--- config.mk ---
export PLATFORM = sky130hd
export DESIGN_NAME = wkms_regs
export DESIGN_NICKNAME = d
export VERILOG_FILES = /design/src/hdl/wkms_pkg.sv /design/src/hdl/wkms_key_seq.sv /design/src/hdl/wkms_regs.sv
export VERILOG_INCLUDE_DIRS = /design/src /design/src/hdl
export SDC_FILE = /design/constraint.sdc
export NUM_CORES = 1
export LEC_CHECK = 0
export ABC_CLOCK_PERIOD_IN_PS = 1500
export BUFFER_PORTS_ARGS = -buffer_cell sky130_fd_sc_hd__buf_2
export CELL_PAD_IN_SITES_DETAIL_PLACEMENT = 0
export CELL_PAD_IN_SITES_GLOBAL_PLACEMENT = 1
export CORE_ASPECT_RATIO = 0.6
export CORE_MARGIN = 1.5
export CORE_UTILIZATION = 37
export CTS_CLUSTER_SIZE = 28
export DETAILED_ROUTE_END_ITERATION = 8
export MAX_ROUTING_LAYER = met4
export PLACE_DENSITY = 0.83
export SYNTH_ARGS = -nofsm -noshare
export SYNTH_HDL_FRONTEND = slang
export SYNTH_SLANG_ARGS = --single-unit
--- constraint.sdc ---
create_clock -name i_clk -period 1.5 [get_ports i_clk]
set_clock_uncertainty 0.15 [all_clocks]
set_input_delay 0.15 -clock i_clk [delete_from_list [all_inputs] [get_ports i_clk]]
set_output_delay 0.15 -clock i_clk [all_outputs]
set_load 0.1 [all_outputs]
--- src/hdl/wkms_cfg.svh ---
// Purpose: offsets, field positions, reset values and key words
// Assumes: 5-bit register address, 8-bit data
// Notes: included by the design files and the testbench
`ifndef WKMS_CFG_SVH
`define WKMS_CFG_SVH
`define WKMS_ADDR_ANSWER 5'h0A
`define WKMS_ADDR_KEY 5'h0B
`define WKMS_ADDR_MON 5'h0C
`define WKMS_ADDR_RES_MAIN 5'h0D
`define WKMS_ADDR_RES_SENS 5'h0E
`define WKMS_ANSWER_MASK 8'h3F
`define WKMS_MON_MASK 8'h0F
`define WKMS_RES_MAIN_MASK 8'hFF
`define WKMS_RES_SENS_MASK 8'h0F
`define WKMS_RESET_VAL 8'h00
`define WKMS_KEY_FIRST 8'hD3
`define WKMS_KEY_SECOND 8'h33
`define WKMS_KEY_FLASH 8'hCC
`define WKMS_KEY_CONFIG 8'hCD
`define WKMS_KEY_RESTART 8'hCE
`define WKMS_KEY_DISABLE 8'hCF
`define WKMS_MON_MAX_CODE 4'hB
`endif

--- src/hdl/wkms_pkg.sv ---
// Purpose: shared types of the key, monitor and self-test registers
// Assumes: nothing beyond the configuration header
// Notes: constants live in the header as macros
package wkms_pkg;
   typedef logic [4:0] wkms_addr_t;
   typedef logic [7:0] wkms_data_t;
   typedef logic [3:0] wkms_sel_t;
   // Progress through the three-word unlock sequence
   typedef enum logic [1:0] {
      WKMS_WAIT_FIRST,
      WKMS_WAIT_SECOND,
      WKMS_WAIT_ACTION
   } wkms_key_e;
endpackage

--- src/hdl/wkms_key_seq.sv ---
// Purpose: unlock sequence tracker for the secure key register
// Assumes: one i_wr_stb pulse per key word written
// Notes: action outputs are one-cycle pulses from flip-flops
`include "wkms_cfg.svh"
module wkms_key_seq (
   input wire logic i_clk,
   input wire logic i_rst_n,
   input wire logic i_wr_stb,
   input wire wkms_pkg::wkms_data_t i_word,
   output logic o_flash_pulse,
   output logic o_config_pulse,
   output logic o_wd_restart_pulse,
   output logic o_wd_disable_pulse,
   output wkms_pkg::wkms_key_e o_state
);
   import wkms_pkg::*;

   wkms_key_e state_ff, nxt_state;
   logic [3:0] act_ff, nxt_act;

   // Next tracker state; any bad word falls back to the first position
   always_comb begin
      nxt_state = state_ff;
      nxt_act = 4'h0;
      if (i_wr_stb) begin
         case (state_ff)
            WKMS_WAIT_FIRST: begin
               if (i_word == `WKMS_KEY_FIRST) begin // RULE_03
                  nxt_state = WKMS_WAIT_SECOND;
               end
            end
            WKMS_WAIT_SECOND: begin
               if (i_word == `WKMS_KEY_SECOND) begin // RULE_03
                  nxt_state = WKMS_WAIT_ACTION;
               end else begin
                  nxt_state = WKMS_WAIT_FIRST; // RULE_06
               end
            end
            WKMS_WAIT_ACTION: begin
               nxt_state = WKMS_WAIT_FIRST; // RULE_06 RULE_15
               case (i_word)
                  `WKMS_KEY_FLASH: nxt_act = 4'h1; // RULE_04
                  `WKMS_KEY_CONFIG: nxt_act = 4'h2; // RULE_04
                  `WKMS_KEY_RESTART: nxt_act = 4'h4; // RULE_04
                  `WKMS_KEY_DISABLE: nxt_act = 4'h8; // RULE_05
                  default: nxt_act = 4'h0;
               endcase
            end
            default: nxt_state = WKMS_WAIT_FIRST;
         endcase
      end
   end

   // Register state and action pulses
   always_ff @(posedge i_clk or negedge i_rst_n) begin
      if (!i_rst_n) begin
         state_ff <= WKMS_WAIT_FIRST;
         act_ff <= 4'h0;
      end else begin
         state_ff <= nxt_state;
         act_ff <= nxt_act;
      end
   end

   assign o_flash_pulse = act_ff[0];
   assign o_config_pulse = act_ff[1];
   assign o_wd_restart_pulse = act_ff[2];
   assign o_wd_disable_pulse = act_ff[3];
   assign o_state = state_ff;

   // A wrong second word drops the tracker back to the start
   a_bad_second_word: assert property ( // RULE_06
      @(posedge i_clk) disable iff (!i_rst_n)
      state_ff == WKMS_WAIT_SECOND && i_wr_stb
      && i_word != `WKMS_KEY_SECOND
      |=> state_ff == WKMS_WAIT_FIRST)
      else $error("bad second word did not reset tracker");
   // Full sequence ending in the restart word yields one restart pulse
   a_restart_after_seq: assert property ( // RULE_04
      @(posedge i_clk) disable iff (!i_rst_n)
      state_ff == WKMS_WAIT_ACTION && i_wr_stb
      && i_word == `WKMS_KEY_RESTART
      |=> o_wd_restart_pulse && !o_flash_pulse && !o_config_pulse
      ##1 !o_wd_restart_pulse)
      else $error("restart pulse wrong");
   // Disable only follows the two lead words
   a_disable_cause: assert property ( // RULE_05
      @(posedge i_clk) disable iff (!i_rst_n)
      o_wd_disable_pulse |-> $past(state_ff) == WKMS_WAIT_ACTION
      && $past(i_wr_stb) && $past(i_word) == `WKMS_KEY_DISABLE)
      else $error("disable pulse without sequence");
   // After the third word the tracker waits for the first again
   a_seq_returns: assert property ( // RULE_15
      @(posedge i_clk) disable iff (!i_rst_n)
      state_ff == WKMS_WAIT_ACTION && i_wr_stb
      |=> state_ff == WKMS_WAIT_FIRST)
      else $error("tracker did not return to start");
   // Correct first word advances the tracker
   a_first_advances: assert property ( // RULE_03
      @(posedge i_clk) disable iff (!i_rst_n)
      state_ff == WKMS_WAIT_FIRST && i_wr_stb
      && i_word == `WKMS_KEY_FIRST
      |=> state_ff == WKMS_WAIT_SECOND)
      else $error("first word did not advance");
endmodule

--- src/hdl/wkms_regs.sv ---
// Purpose: watchdog answer, unlock key, monitor select, self-test results
// Assumes: decoded register strobes from the serial frame logic, same clock
// Notes: self-test events from on-chip logic, no synchroniser needed
`include "wkms_cfg.svh"
// How it works
// RULE_01: Answer register at 0x0A, six-bit read-write field, resets to zero.
// RULE_02: Key register at 0x0B is write-only, one eight-bit word per write.
// RULE_03: Host writes three key words in order, 0xD3 then 0x33; tracked.
// RULE_04: Third word 0xCC flash, 0xCD configuration, 0xCE watchdog restart.
// RULE_05: Third word 0xCF disables the watchdog for debugging.
// RULE_06: Any wrong key word resets the tracker to the first word.
// RULE_07: Monitor select at 0x0C, four-bit read-write field, resets zero.
// RULE_08: Select code picks the observed signal; zero is pre-regulator half.
// RULE_09: Register 0x0D holds eight flags, reset zero, write one clears.
// RULE_10: Bit 7 reads one when the built-in self-test failed.
// RULE_11: Bit 6 reads one when the thermal shutdown self-test failed.
// RULE_12: Bits 5..0 are over/under flags: pre-regulator, mcu rail, gp rail.
// RULE_13: Result register 0x0E bits 3..0 hold sensor rail over/under flags.
// RULE_14: Codes above the last defined one route nothing but stay readable.
// RULE_15: After a full sequence the tracker expects the first word again.
// RULE_16: Unused data bits read zero and ignore writes.
module wkms_regs (
   input wire logic i_clk,
   input wire logic i_rst_n,
   input wire logic i_wr_en,
   input wire logic i_rd_en,
   input wire wkms_pkg::wkms_addr_t i_addr,
   input wire wkms_pkg::wkms_data_t i_wdata,
   input wire logic i_selftest_failed,
   input wire logic i_thermal_test_failed,
   input wire logic i_prereg_over_test_failed,
   input wire logic i_prereg_under_test_failed,
   input wire logic i_mcu_rail_over_test_failed,
   input wire logic i_mcu_rail_under_test_failed,
   input wire logic i_gp_rail_over_test_failed,
   input wire logic i_gp_rail_under_test_failed,
   input wire logic i_sensor_a_over_test_failed,
   input wire logic i_sensor_a_under_test_failed,
   input wire logic i_sensor_b_over_test_failed,
   input wire logic i_sensor_b_under_test_failed,
   output wkms_pkg::wkms_data_t o_rdata,
   output wkms_pkg::wkms_data_t o_answer_field,
   output wkms_pkg::wkms_sel_t o_monitor_sel,
   output logic o_monitor_valid,
   output logic o_flash_pulse,
   output logic o_config_pulse,
   output logic o_wd_restart_pulse,
   output logic o_wd_disable_pulse
);
   import wkms_pkg::*;

   wkms_data_t answer_ff, nxt_answer;
   wkms_data_t mon_ff, nxt_mon;
   wkms_data_t res_main_ff, nxt_res_main;
   wkms_data_t res_sens_ff, nxt_res_sens;
   wkms_data_t rdata_ff, nxt_rdata;
   wkms_data_t main_events;
   wkms_data_t sens_events;
   wkms_key_e key_state;
   logic key_wr;

   // Address match for one register; callers gate it with i_wr_en
   function automatic logic hit(input wkms_addr_t a, input wkms_addr_t r);
      hit = (a == r);
   endfunction

   // Event vectors in register bit order
   assign main_events = {i_selftest_failed, // RULE_10
                         i_thermal_test_failed, // RULE_11
                         i_prereg_over_test_failed, // RULE_12
                         i_prereg_under_test_failed,
                         i_mcu_rail_over_test_failed,
                         i_mcu_rail_under_test_failed,
                         i_gp_rail_over_test_failed,
                         i_gp_rail_under_test_failed};
   assign sens_events = {4'h0, // RULE_13
                         i_sensor_a_over_test_failed,
                         i_sensor_a_under_test_failed,
                         i_sensor_b_over_test_failed,
                         i_sensor_b_under_test_failed};

   assign key_wr = i_wr_en && hit(i_addr, `WKMS_ADDR_KEY); // RULE_02

   // Register next values; a new failure wins over a same-cycle clear
   always_comb begin
      nxt_answer = answer_ff;
      nxt_mon = mon_ff;
      nxt_res_main = res_main_ff;
      nxt_res_sens = res_sens_ff;
      if (i_wr_en && hit(i_addr, `WKMS_ADDR_ANSWER)) begin
         nxt_answer = i_wdata & `WKMS_ANSWER_MASK; // RULE_01 RULE_16
      end
      if (i_wr_en && hit(i_addr, `WKMS_ADDR_MON)) begin
         nxt_mon = i_wdata & `WKMS_MON_MASK; // RULE_07 RULE_16
      end
      if (i_wr_en && hit(i_addr, `WKMS_ADDR_RES_MAIN)) begin
         nxt_res_main = res_main_ff & ~i_wdata; // RULE_09
      end
      if (i_wr_en && hit(i_addr, `WKMS_ADDR_RES_SENS)) begin
         nxt_res_sens = res_sens_ff & ~i_wdata; // RULE_13
      end
      nxt_res_main = (nxt_res_main | main_events) & `WKMS_RES_MAIN_MASK;
      nxt_res_sens = (nxt_res_sens | sens_events) & `WKMS_RES_SENS_MASK;
   end

   // Read data, key register reads as zero since it is write-only
   always_comb begin
      nxt_rdata = rdata_ff;
      if (i_rd_en) begin
         case (i_addr)
            `WKMS_ADDR_ANSWER: nxt_rdata = answer_ff;
            `WKMS_ADDR_MON: nxt_rdata = mon_ff; // RULE_14
            `WKMS_ADDR_RES_MAIN: nxt_rdata = res_main_ff;
            `WKMS_ADDR_RES_SENS: nxt_rdata = res_sens_ff;
            default: nxt_rdata = `WKMS_RESET_VAL; // RULE_02 RULE_16
         endcase
      end
   end

   // Register storage
   always_ff @(posedge i_clk or negedge i_rst_n) begin
      if (!i_rst_n) begin
         answer_ff <= `WKMS_RESET_VAL;
         mon_ff <= `WKMS_RESET_VAL;
         res_main_ff <= `WKMS_RESET_VAL;
         res_sens_ff <= `WKMS_RESET_VAL;
         rdata_ff <= `WKMS_RESET_VAL;
      end else begin
         answer_ff <= nxt_answer;
         mon_ff <= nxt_mon;
         res_main_ff <= nxt_res_main;
         res_sens_ff <= nxt_res_sens;
         rdata_ff <= nxt_rdata;
      end
   end

   // Sequence tracker kept apart so the key path stays small
   wkms_key_seq u_key_seq (
      .i_clk(i_clk),
      .i_rst_n(i_rst_n),
      .i_wr_stb(key_wr), // RULE_03 RULE_06
      .i_word(i_wdata),
      .o_flash_pulse(o_flash_pulse), // RULE_04
      .o_config_pulse(o_config_pulse), // RULE_04
      .o_wd_restart_pulse(o_wd_restart_pulse), // RULE_04
      .o_wd_disable_pulse(o_wd_disable_pulse), // RULE_05
      .o_state(key_state) // RULE_15
   );

   assign o_rdata = rdata_ff;
   assign o_answer_field = answer_ff;
   // Code zero routes the pre-regulator at half scale to the analog mux
   assign o_monitor_sel = mon_ff[3:0]; // RULE_08
   // Reserved codes flag the analog path to route nothing
   assign o_monitor_valid = (mon_ff[3:0] <= `WKMS_MON_MAX_CODE); // RULE_14

   // Answer write lands in the low six bits only
   a_answer_write: assert property ( // RULE_01
      @(posedge i_clk) disable iff (!i_rst_n)
      i_wr_en && i_addr == `WKMS_ADDR_ANSWER
      |=> o_answer_field == ($past(i_wdata) & 8'h3F))
      else $error("answer field mismatch");
   // Without a write the answer holds its value
   a_answer_hold: assert property ( // RULE_01
      @(posedge i_clk) disable iff (!i_rst_n)
      !(i_wr_en && i_addr == `WKMS_ADDR_ANSWER)
      |=> $stable(o_answer_field))
      else $error("answer changed without write");
   // Monitor select keeps four bits and upper bits stay zero
   a_monitor_write: assert property ( // RULE_07
      @(posedge i_clk) disable iff (!i_rst_n)
      i_wr_en && i_addr == `WKMS_ADDR_MON
      |=> mon_ff == {4'h0, $past(i_wdata[3:0])})
      else $error("monitor select mismatch");
   // Reserved codes report no routed signal
   a_monitor_reserved: assert property ( // RULE_14
      @(posedge i_clk) disable iff (!i_rst_n)
      o_monitor_valid == (o_monitor_sel < 4'hC))
      else $error("reserved code routed");
   // Stored code reads back, reserved ones included
   a_monitor_readback: assert property ( // RULE_14
      @(posedge i_clk) disable iff (!i_rst_n)
      i_rd_en && i_addr == `WKMS_ADDR_MON
      |=> o_rdata == {4'h0, $past(o_monitor_sel)})
      else $error("monitor select not readable");
   // A failure event sets its flag even while being cleared
   a_flag_set_wins: assert property ( // RULE_10
      @(posedge i_clk) disable iff (!i_rst_n)
      i_selftest_failed |=> res_main_ff[7])
      else $error("self-test flag lost");
   // Every main event sets its own flag a cycle later
   a_main_events_set: assert property ( // RULE_12
      @(posedge i_clk) disable iff (!i_rst_n)
      main_events != 8'h00
      |=> (res_main_ff & $past(main_events)) == $past(main_events))
      else $error("main flag not set by its event");
   // A main flag only rises on its own event
   a_main_no_spurious: assert property ( // RULE_09
      @(posedge i_clk) disable iff (!i_rst_n)
      1'h1 |=> (res_main_ff & ~$past(res_main_ff)
      & ~$past(main_events)) == 8'h00)
      else $error("main flag set without event");
   // Writing one clears a flag when no event is present
   a_flag_clear: assert property ( // RULE_11
      @(posedge i_clk) disable iff (!i_rst_n)
      i_wr_en && i_addr == `WKMS_ADDR_RES_MAIN && i_wdata[6]
      && !i_thermal_test_failed |=> !res_main_ff[6])
      else $error("thermal flag not cleared");
   // Sensor flags clear the same way
   a_sens_clear: assert property ( // RULE_13
      @(posedge i_clk) disable iff (!i_rst_n)
      i_wr_en && i_addr == `WKMS_ADDR_RES_SENS && i_wdata[0]
      && !i_sensor_b_under_test_failed |=> !res_sens_ff[0])
      else $error("sensor flag not cleared");
   // Every sensor event sets its own flag a cycle later
   a_sens_events_set: assert property ( // RULE_13
      @(posedge i_clk) disable iff (!i_rst_n)
      sens_events != 8'h00
      |=> (res_sens_ff & $past(sens_events)) == $past(sens_events))
      else $error("sensor flag not set by its event");
   // A sensor flag only rises on its own event
   a_sens_no_spurious: assert property ( // RULE_13
      @(posedge i_clk) disable iff (!i_rst_n)
      1'h1 |=> (res_sens_ff & ~$past(res_sens_ff)
      & ~$past(sens_events)) == 8'h00)
      else $error("sensor flag set without event");
   // Sensor register upper nibble never sets
   a_sensor_upper: assert property ( // RULE_16
      @(posedge i_clk) disable iff (!i_rst_n)
      res_sens_ff[7:4] == 4'h0)
      else $error("sensor upper bits set");
   // Key register reads back as zero
   a_key_reads_zero: assert property ( // RULE_02
      @(posedge i_clk) disable iff (!i_rst_n)
      i_rd_en && i_addr == `WKMS_ADDR_KEY |=> o_rdata == 8'h00)
      else $error("key register readable");
   // Writes elsewhere leave the unlock tracker where it was
   a_key_undisturbed: assert property ( // RULE_03
      @(posedge i_clk) disable iff (!i_rst_n)
      i_wr_en && i_addr != `WKMS_ADDR_KEY |=> $stable(key_state))
      else $error("tracker moved on another write");
   // A third word outside the four actions gives no pulse
   a_wrong_third_quiet: assert property ( // RULE_06
      @(posedge i_clk) disable iff (!i_rst_n)
      key_state == WKMS_WAIT_ACTION && key_wr
      && (i_wdata < `WKMS_KEY_FLASH || i_wdata > `WKMS_KEY_DISABLE)
      |=> !o_flash_pulse && !o_config_pulse
      && !o_wd_restart_pulse && !o_wd_disable_pulse)
      else $error("pulse after wrong third word");
endmodule

## Word-level counts from Yosys, hierarchy flattened

Index checks and enable logic that the tools add are counted.

| storage, ports and cells | value |
|---|---|
| word-level logic and storage cells | 43 |
| flip-flop bits (word level) | 36 |
| output and inout bits | 25 |

| cells by class | value |
|---|---|
| bitwise operators | 5 |
| reductions and logical operators | 7 |
| muxes and demuxes | 9 |
| equal/unequal tests | 14 |
| magnitude comparators | 1 |

Operators with widths:

| kind | count |
|---|---|
| equality test 8 bit, second input constant | 5 |
| case mux 8 bit (4 select lines) | 1 |
| equality test 5 x 4 -> 1 bit, second input constant | 5 |
| case mux 4 bit (4 select lines) | 1 |
| two-way mux 4 bit | 3 |
| bitwise AND 8 bit | 1 |
| equality test 8 x 6 -> 1 bit, second input constant | 1 |
| two-way mux 8 bit | 1 |
| NOT 8 bit | 1 |
| bitwise OR 8 bit | 1 |
| logical AND 1 bit | 5 |
| bitwise AND 4 bit | 1 |
| less-or-equal comparator 4 bit, second input constant | 1 |
| two-way mux 2 bit | 2 |
| bitwise OR 4 bit | 1 |
| case mux 2 bit (2 select lines) | 1 |
| equality test 2 x 1 -> 1 bit, second input constant | 1 |
| equality test 2 bit, second input constant | 1 |
| zero test 2 bit | 1 |
| inequality test 2 x 1 -> 1 bit, second input constant | 1 |
| AND reduction 2 bit | 1 |

## Depth between registers and ports, before layout

| depth | value |
|---|---|
| word-level depth | 4 |
| mapped depth | 5 |
| gate-level depth less buffers | 4 |

## Hierarchy

Synthesis repeated with hierarchy kept, for this count alone.

| unflattened totals | value |
|---|---|
| cell total of the unflattened synthesis | 134 |
| area, all modules | 1695.4 sq um |

By module, submodules not included:

| module | area each (sq um) | instances | cells an instance | sequential area each (sq um) |
|---|---|---|---|---|
| wkms_regs | 1412.6 | 1 | 110 | 750.7 |
| wkms_key_seq | 282.8 | 1 | 24 | 150.1 |

## Worst setup path after synthesis

OpenSTA, ideal clock, no wires.

| timing path | value |
|---|---|
| path kind | register -> output |
| start point | register mon_ff[3] |
| end point | output port o_monitor_valid |
| cell stages (with the launch flop) | 2 |
| setup slack | -0.555 ns |
| data required time | 1.200 ns |
| buffers on the path | 0 |
| data arrival time | 1.755 ns |
| cell sequence | dfrtp_1 nand2_1 |

| on the way | value |
|---|---|
| word-level cells in the longest chain between the ends | 1 |

Ends and longest elaborated chain:

| element | line | RTL |
|---|---|---|
| from (decl) | wkms_regs.sv:53 | `wkms_data_t mon_ff, nxt_mon;` |
| from (signal assigned) | wkms_regs.sv:124 | `` mon_ff <= `WKMS_RESET_VAL; `` |
| from (signal assigned) | wkms_regs.sv:130 | `mon_ff <= nxt_mon;` |
| less-or-equal comparator 4 bit (no source line) | - |  |
| to (decl) | wkms_regs.sv:44 | `output logic o_monitor_valid,` |

No other way between the ends.

## Worst setup path after layout

| timing path | value |
|---|---|
| start point | register mon_ff[2] |
| end point | output port o_monitor_sel[2] |

RTL lines:

| element | line | RTL |
|---|---|---|
| to (decl) | wkms_regs.sv:43 | `output wkms_pkg::wkms_sel_t o_monitor_sel,` |

No word-level cell between the ends.

==> flow_summary.json <==
{
  "pwr-share-clk_pct": 33.0,
  "dieWidth_um": 87.4,
  "rrSetupSlack_ps": 130,
  "cts_tree": "yes",
  "total_power_w": 0.00280,
  "critPathBufInv": 1,
  "final_nets": 248,
  "rsz0062_at_grt": "no",
  "irDropWorstVdd_mv": 0.582,
  "p_int_w": 0.00181,
  "p_seq_share_pct": 39.5,
  "combPwrFrac_pct": 27.5,
  "ys_ff_latch": 36,
  "gp_congestion": 0.878,
  "cpPeakStageDelay_ps": 440,
  "mostFrequentLayoutCell": "buf_2",
  "htree_levels": 2,
  "cp_max_fo": 4,
  "wl_um": 4380,
  "instances_no_fill": 280,
  "initial_core_util_pct": 38.6,
  "powerDensity_nw_per_um2": 1230,
  "worstSetupPathType": "flop to output port",
  "post-place-cells": 258,
  "fill_cells": 366,
  "reg2reg_depth": 3,
  "status": "complete, no violations",
  "grt_use_total_pct": 21.7,
  "drt_iter0_drc": 122,
  "antenna_found_initial": 0,
  "hp-class": "primary input to flop",
  "maxCapViolations": 0,
  "max_freq_ghz": 0.699,
  "post-route-min-period_ps": 1430,
  "critPathLaunchType": "flop",
  "first_pass_iters": 4,
  "vias": 1427,
  "clkSlewWorstSetupHoldPaths_ps": 70,
  "drv_slew": 0,
  "clock-sinks": 36,
  "yosys_warnings": 0,
  "root_buffer": "clkbuf_8",
  "ys_seq_area_share_pct": 57.0,
  "io_pins": 54,
  "arrival_ps": 1130,
  "fp-row-count": 18,
  "setup_violations": 0,
  "r2r-end": "u_key_seq.act_ff[2]",
  "clock_latency_ps": 290,
  "grt_max_degree": 20,
  "avgViaCountPerCell": 5.10,
  "syn_inst": 140,
  "grt_pass1_wl_um": 7090,
  "cts_inserted_buffers": 5,
  "portBuffers": 51,
  "hpwl_um": 3360,
  "drc": 0,
  "most-common-layout-cells": "buf_2, dfrtp_1, nand2_1, dlygate4sd3_1, a21o_1",
  "grt_pass1_vias": 1444,
  "die_area_um2": 4690,
  "p_leak_nw": 1.00,
  "slowest_stage": "buf_2",
  "clockBufferDepth": 2,
  "coreArea_um2": 4100,
  "area_delta_synth_final_pct": 44.0,
  "critical-path-top-delay-family": "buffers and inverters",
  "fin_crit_sh_pct": 95.4,
  "end_kind": "output port",
  "hold_viol": 0,
  "swShare_pct": 35.3,
  "hold-path-endpoint": "mon_ff[2]",
  "required_ps": 1200,
  "wl_per_cell_um": 15.6,
  "drive_above_1_share_pct": 39.5,
  "post_cts_buffers": 0,
  "chipHeight_um": 53.6,
  "power_switching_w": 0.000990,
  "holdPathStages": 2,
  "synth.distinct_cells": 31,
  "min_from": "i_wdata[2]",
  "diodes": 0,
  "postRouteAntennaNets": 0,
  "timing.rr.start": "u_key_seq.o_state[0]",
  "syn_area_per_cell_um2": 11.3,
  "synth_area_um2": 1580,
  "path_cells": "buf_2",
  "grt-ovfl-total": 0
}
## synth_stat cells
library cell | n | area (µm²)
inv_1 | 4 | 15.0
clkinv_1 | 1 | 3.75
o2bb2ai_1 | 3 | 26.3
a21o_1 | 12 | 90.1
mux2_1 | 4 | 45.0
nand3_1 | 4 | 20.0
nand3b_1 | 1 | 7.51
nor3b_1 | 2 | 15.0
a2bb2oi_1 | 2 | 17.5
nor3_2 | 1 | 10.0
or3_4 | 1 | 11.3
buf_4 | 2 | 15.0
nor3_1 | 3 | 15.0
a222oi_1 | 3 | 30.0
dfrtp_1 | 36 | 901
nor2b_1 | 1 | 6.26
mux2i_1 | 1 | 10.0
mux2_2 | 6 | 67.6
o21ai_0 | 5 | 25.0
nor2_1 | 7 | 26.3
buf_2 | 1 | 5.00
nand2_1 | 18 | 67.6
and4b_1 | 1 | 10.0
and3_1 | 1 | 6.26
nand2b_1 | 3 | 18.8
nand4_1 | 3 | 18.8
a21oi_1 | 2 | 10.0
nand4b_1 | 2 | 17.5
conb_1 | 1 | 3.75
a22oi_1 | 8 | 60.1
nor4_1 | 1 | 6.26
## power groups by stage
stage	sequential [W]	combinational, W	clock, W
after floorplan	0.00151	0.000149	0
after global placement	0.00112	0.000733	0
after detailed placement	0.00113	0.000744	0
after CTS	0.00111	0.000773	0.000944
after global routing	0.00112	0.000806	0.000990
final	0.00111	0.000770	0.000924
## sequential cells by signal, summed over array words and instances, names as in the netlist
signal / flops
res_sens_ff: 4
mon_ff: 4
o_rdata: 8
res_main_ff: 8
u_key_seq.act_ff: 4
u_key_seq.o_state: 2
o_answer_field: 6
## logic make-up (layout without fill, tap and decap cells)
group | after synthesis | in the layout | share of synthesized area (%)
compound gates | 35 | 35 | 16.4
buf+inv | 8 | 87 | 2.45
flops | 36 | 36 | 57.0
mux | 11 | 11 | 7.75
other cells | 1 | 2 | 0.237
simple gates | 49 | 49 | 16.2
## routing by layer
layer,vias to the layer above,part of all wire (%),wire length (µm),GRT usage [%]
met1,695,48,2090,28.5
met5,-,0,0,-
li1,665,-,-,-
met2,60,43,1880,32.2
met4,0,1.3,58,10.1
met3,7,8.0,348,5.21
## stage by stage
step / util [%] / setup TNS, ps / hold WS, ps / setup WS (ps) / area [µm²]
after global placement: 48.9 / 0 / -45.8 / 27.0 / 2000
after floorplan: - / 0 / -296 / 14.1 / 1600
after CTS: 55.4 / 0 / 6.00 / 26.9 / 2270
final: 55.6 / 0 / 17.8 / 68.5 / 2280
after detailed placement: 48.9 / -0.945 / -25.8 / -0.945 / 2000
after global routing: 55.6 / 0 / 18.1 / 1.02 / 2280
## cell type report
class	count	area (µm²)	area share [%]
Multi-Input combinational cell	97	648	28.5
Clock inverter	1	30.0	1.32
Tap cell	60	75.1	3.30
Clock buffer	7	96.3	4.23
Inverter	5	22.5	0.989
Timing Repair Buffer	74	493	21.6
Sequential cell	36	912	40.1
## what timing repair did
action | 4_1_cts | 5_1_grt
setup endpoints to repair | 0 | 3
hold endpoints to repair | 31 | 0
gates resized for setup | 0 | 3
hold buffers | 14 | 0
## worst max-delay path by stage
| stage | from | to | slack [ps] | cells after the start |
|---|---|---|---|---|
| 3_5_place_dp | i_addr[4] | mon_ff[1] | -0.9 | 4 |
| 4_1_cts | i_rd_en | o_rdata[2] | 30 | 5 |
| 5_1_grt | i_rd_en | o_rdata[2] | 1 | 5 |
| 2_1_floorplan | mon_ff[1] | o_rdata[1] | 10 | 2 |
| 6_report | mon_ff[2] | o_monitor_sel[2] | 70 | 1 |
| 3_3_place_gp | i_addr[4] | mon_ff[0] | 30 | 4 |
(Power assumes the default switching activity.)
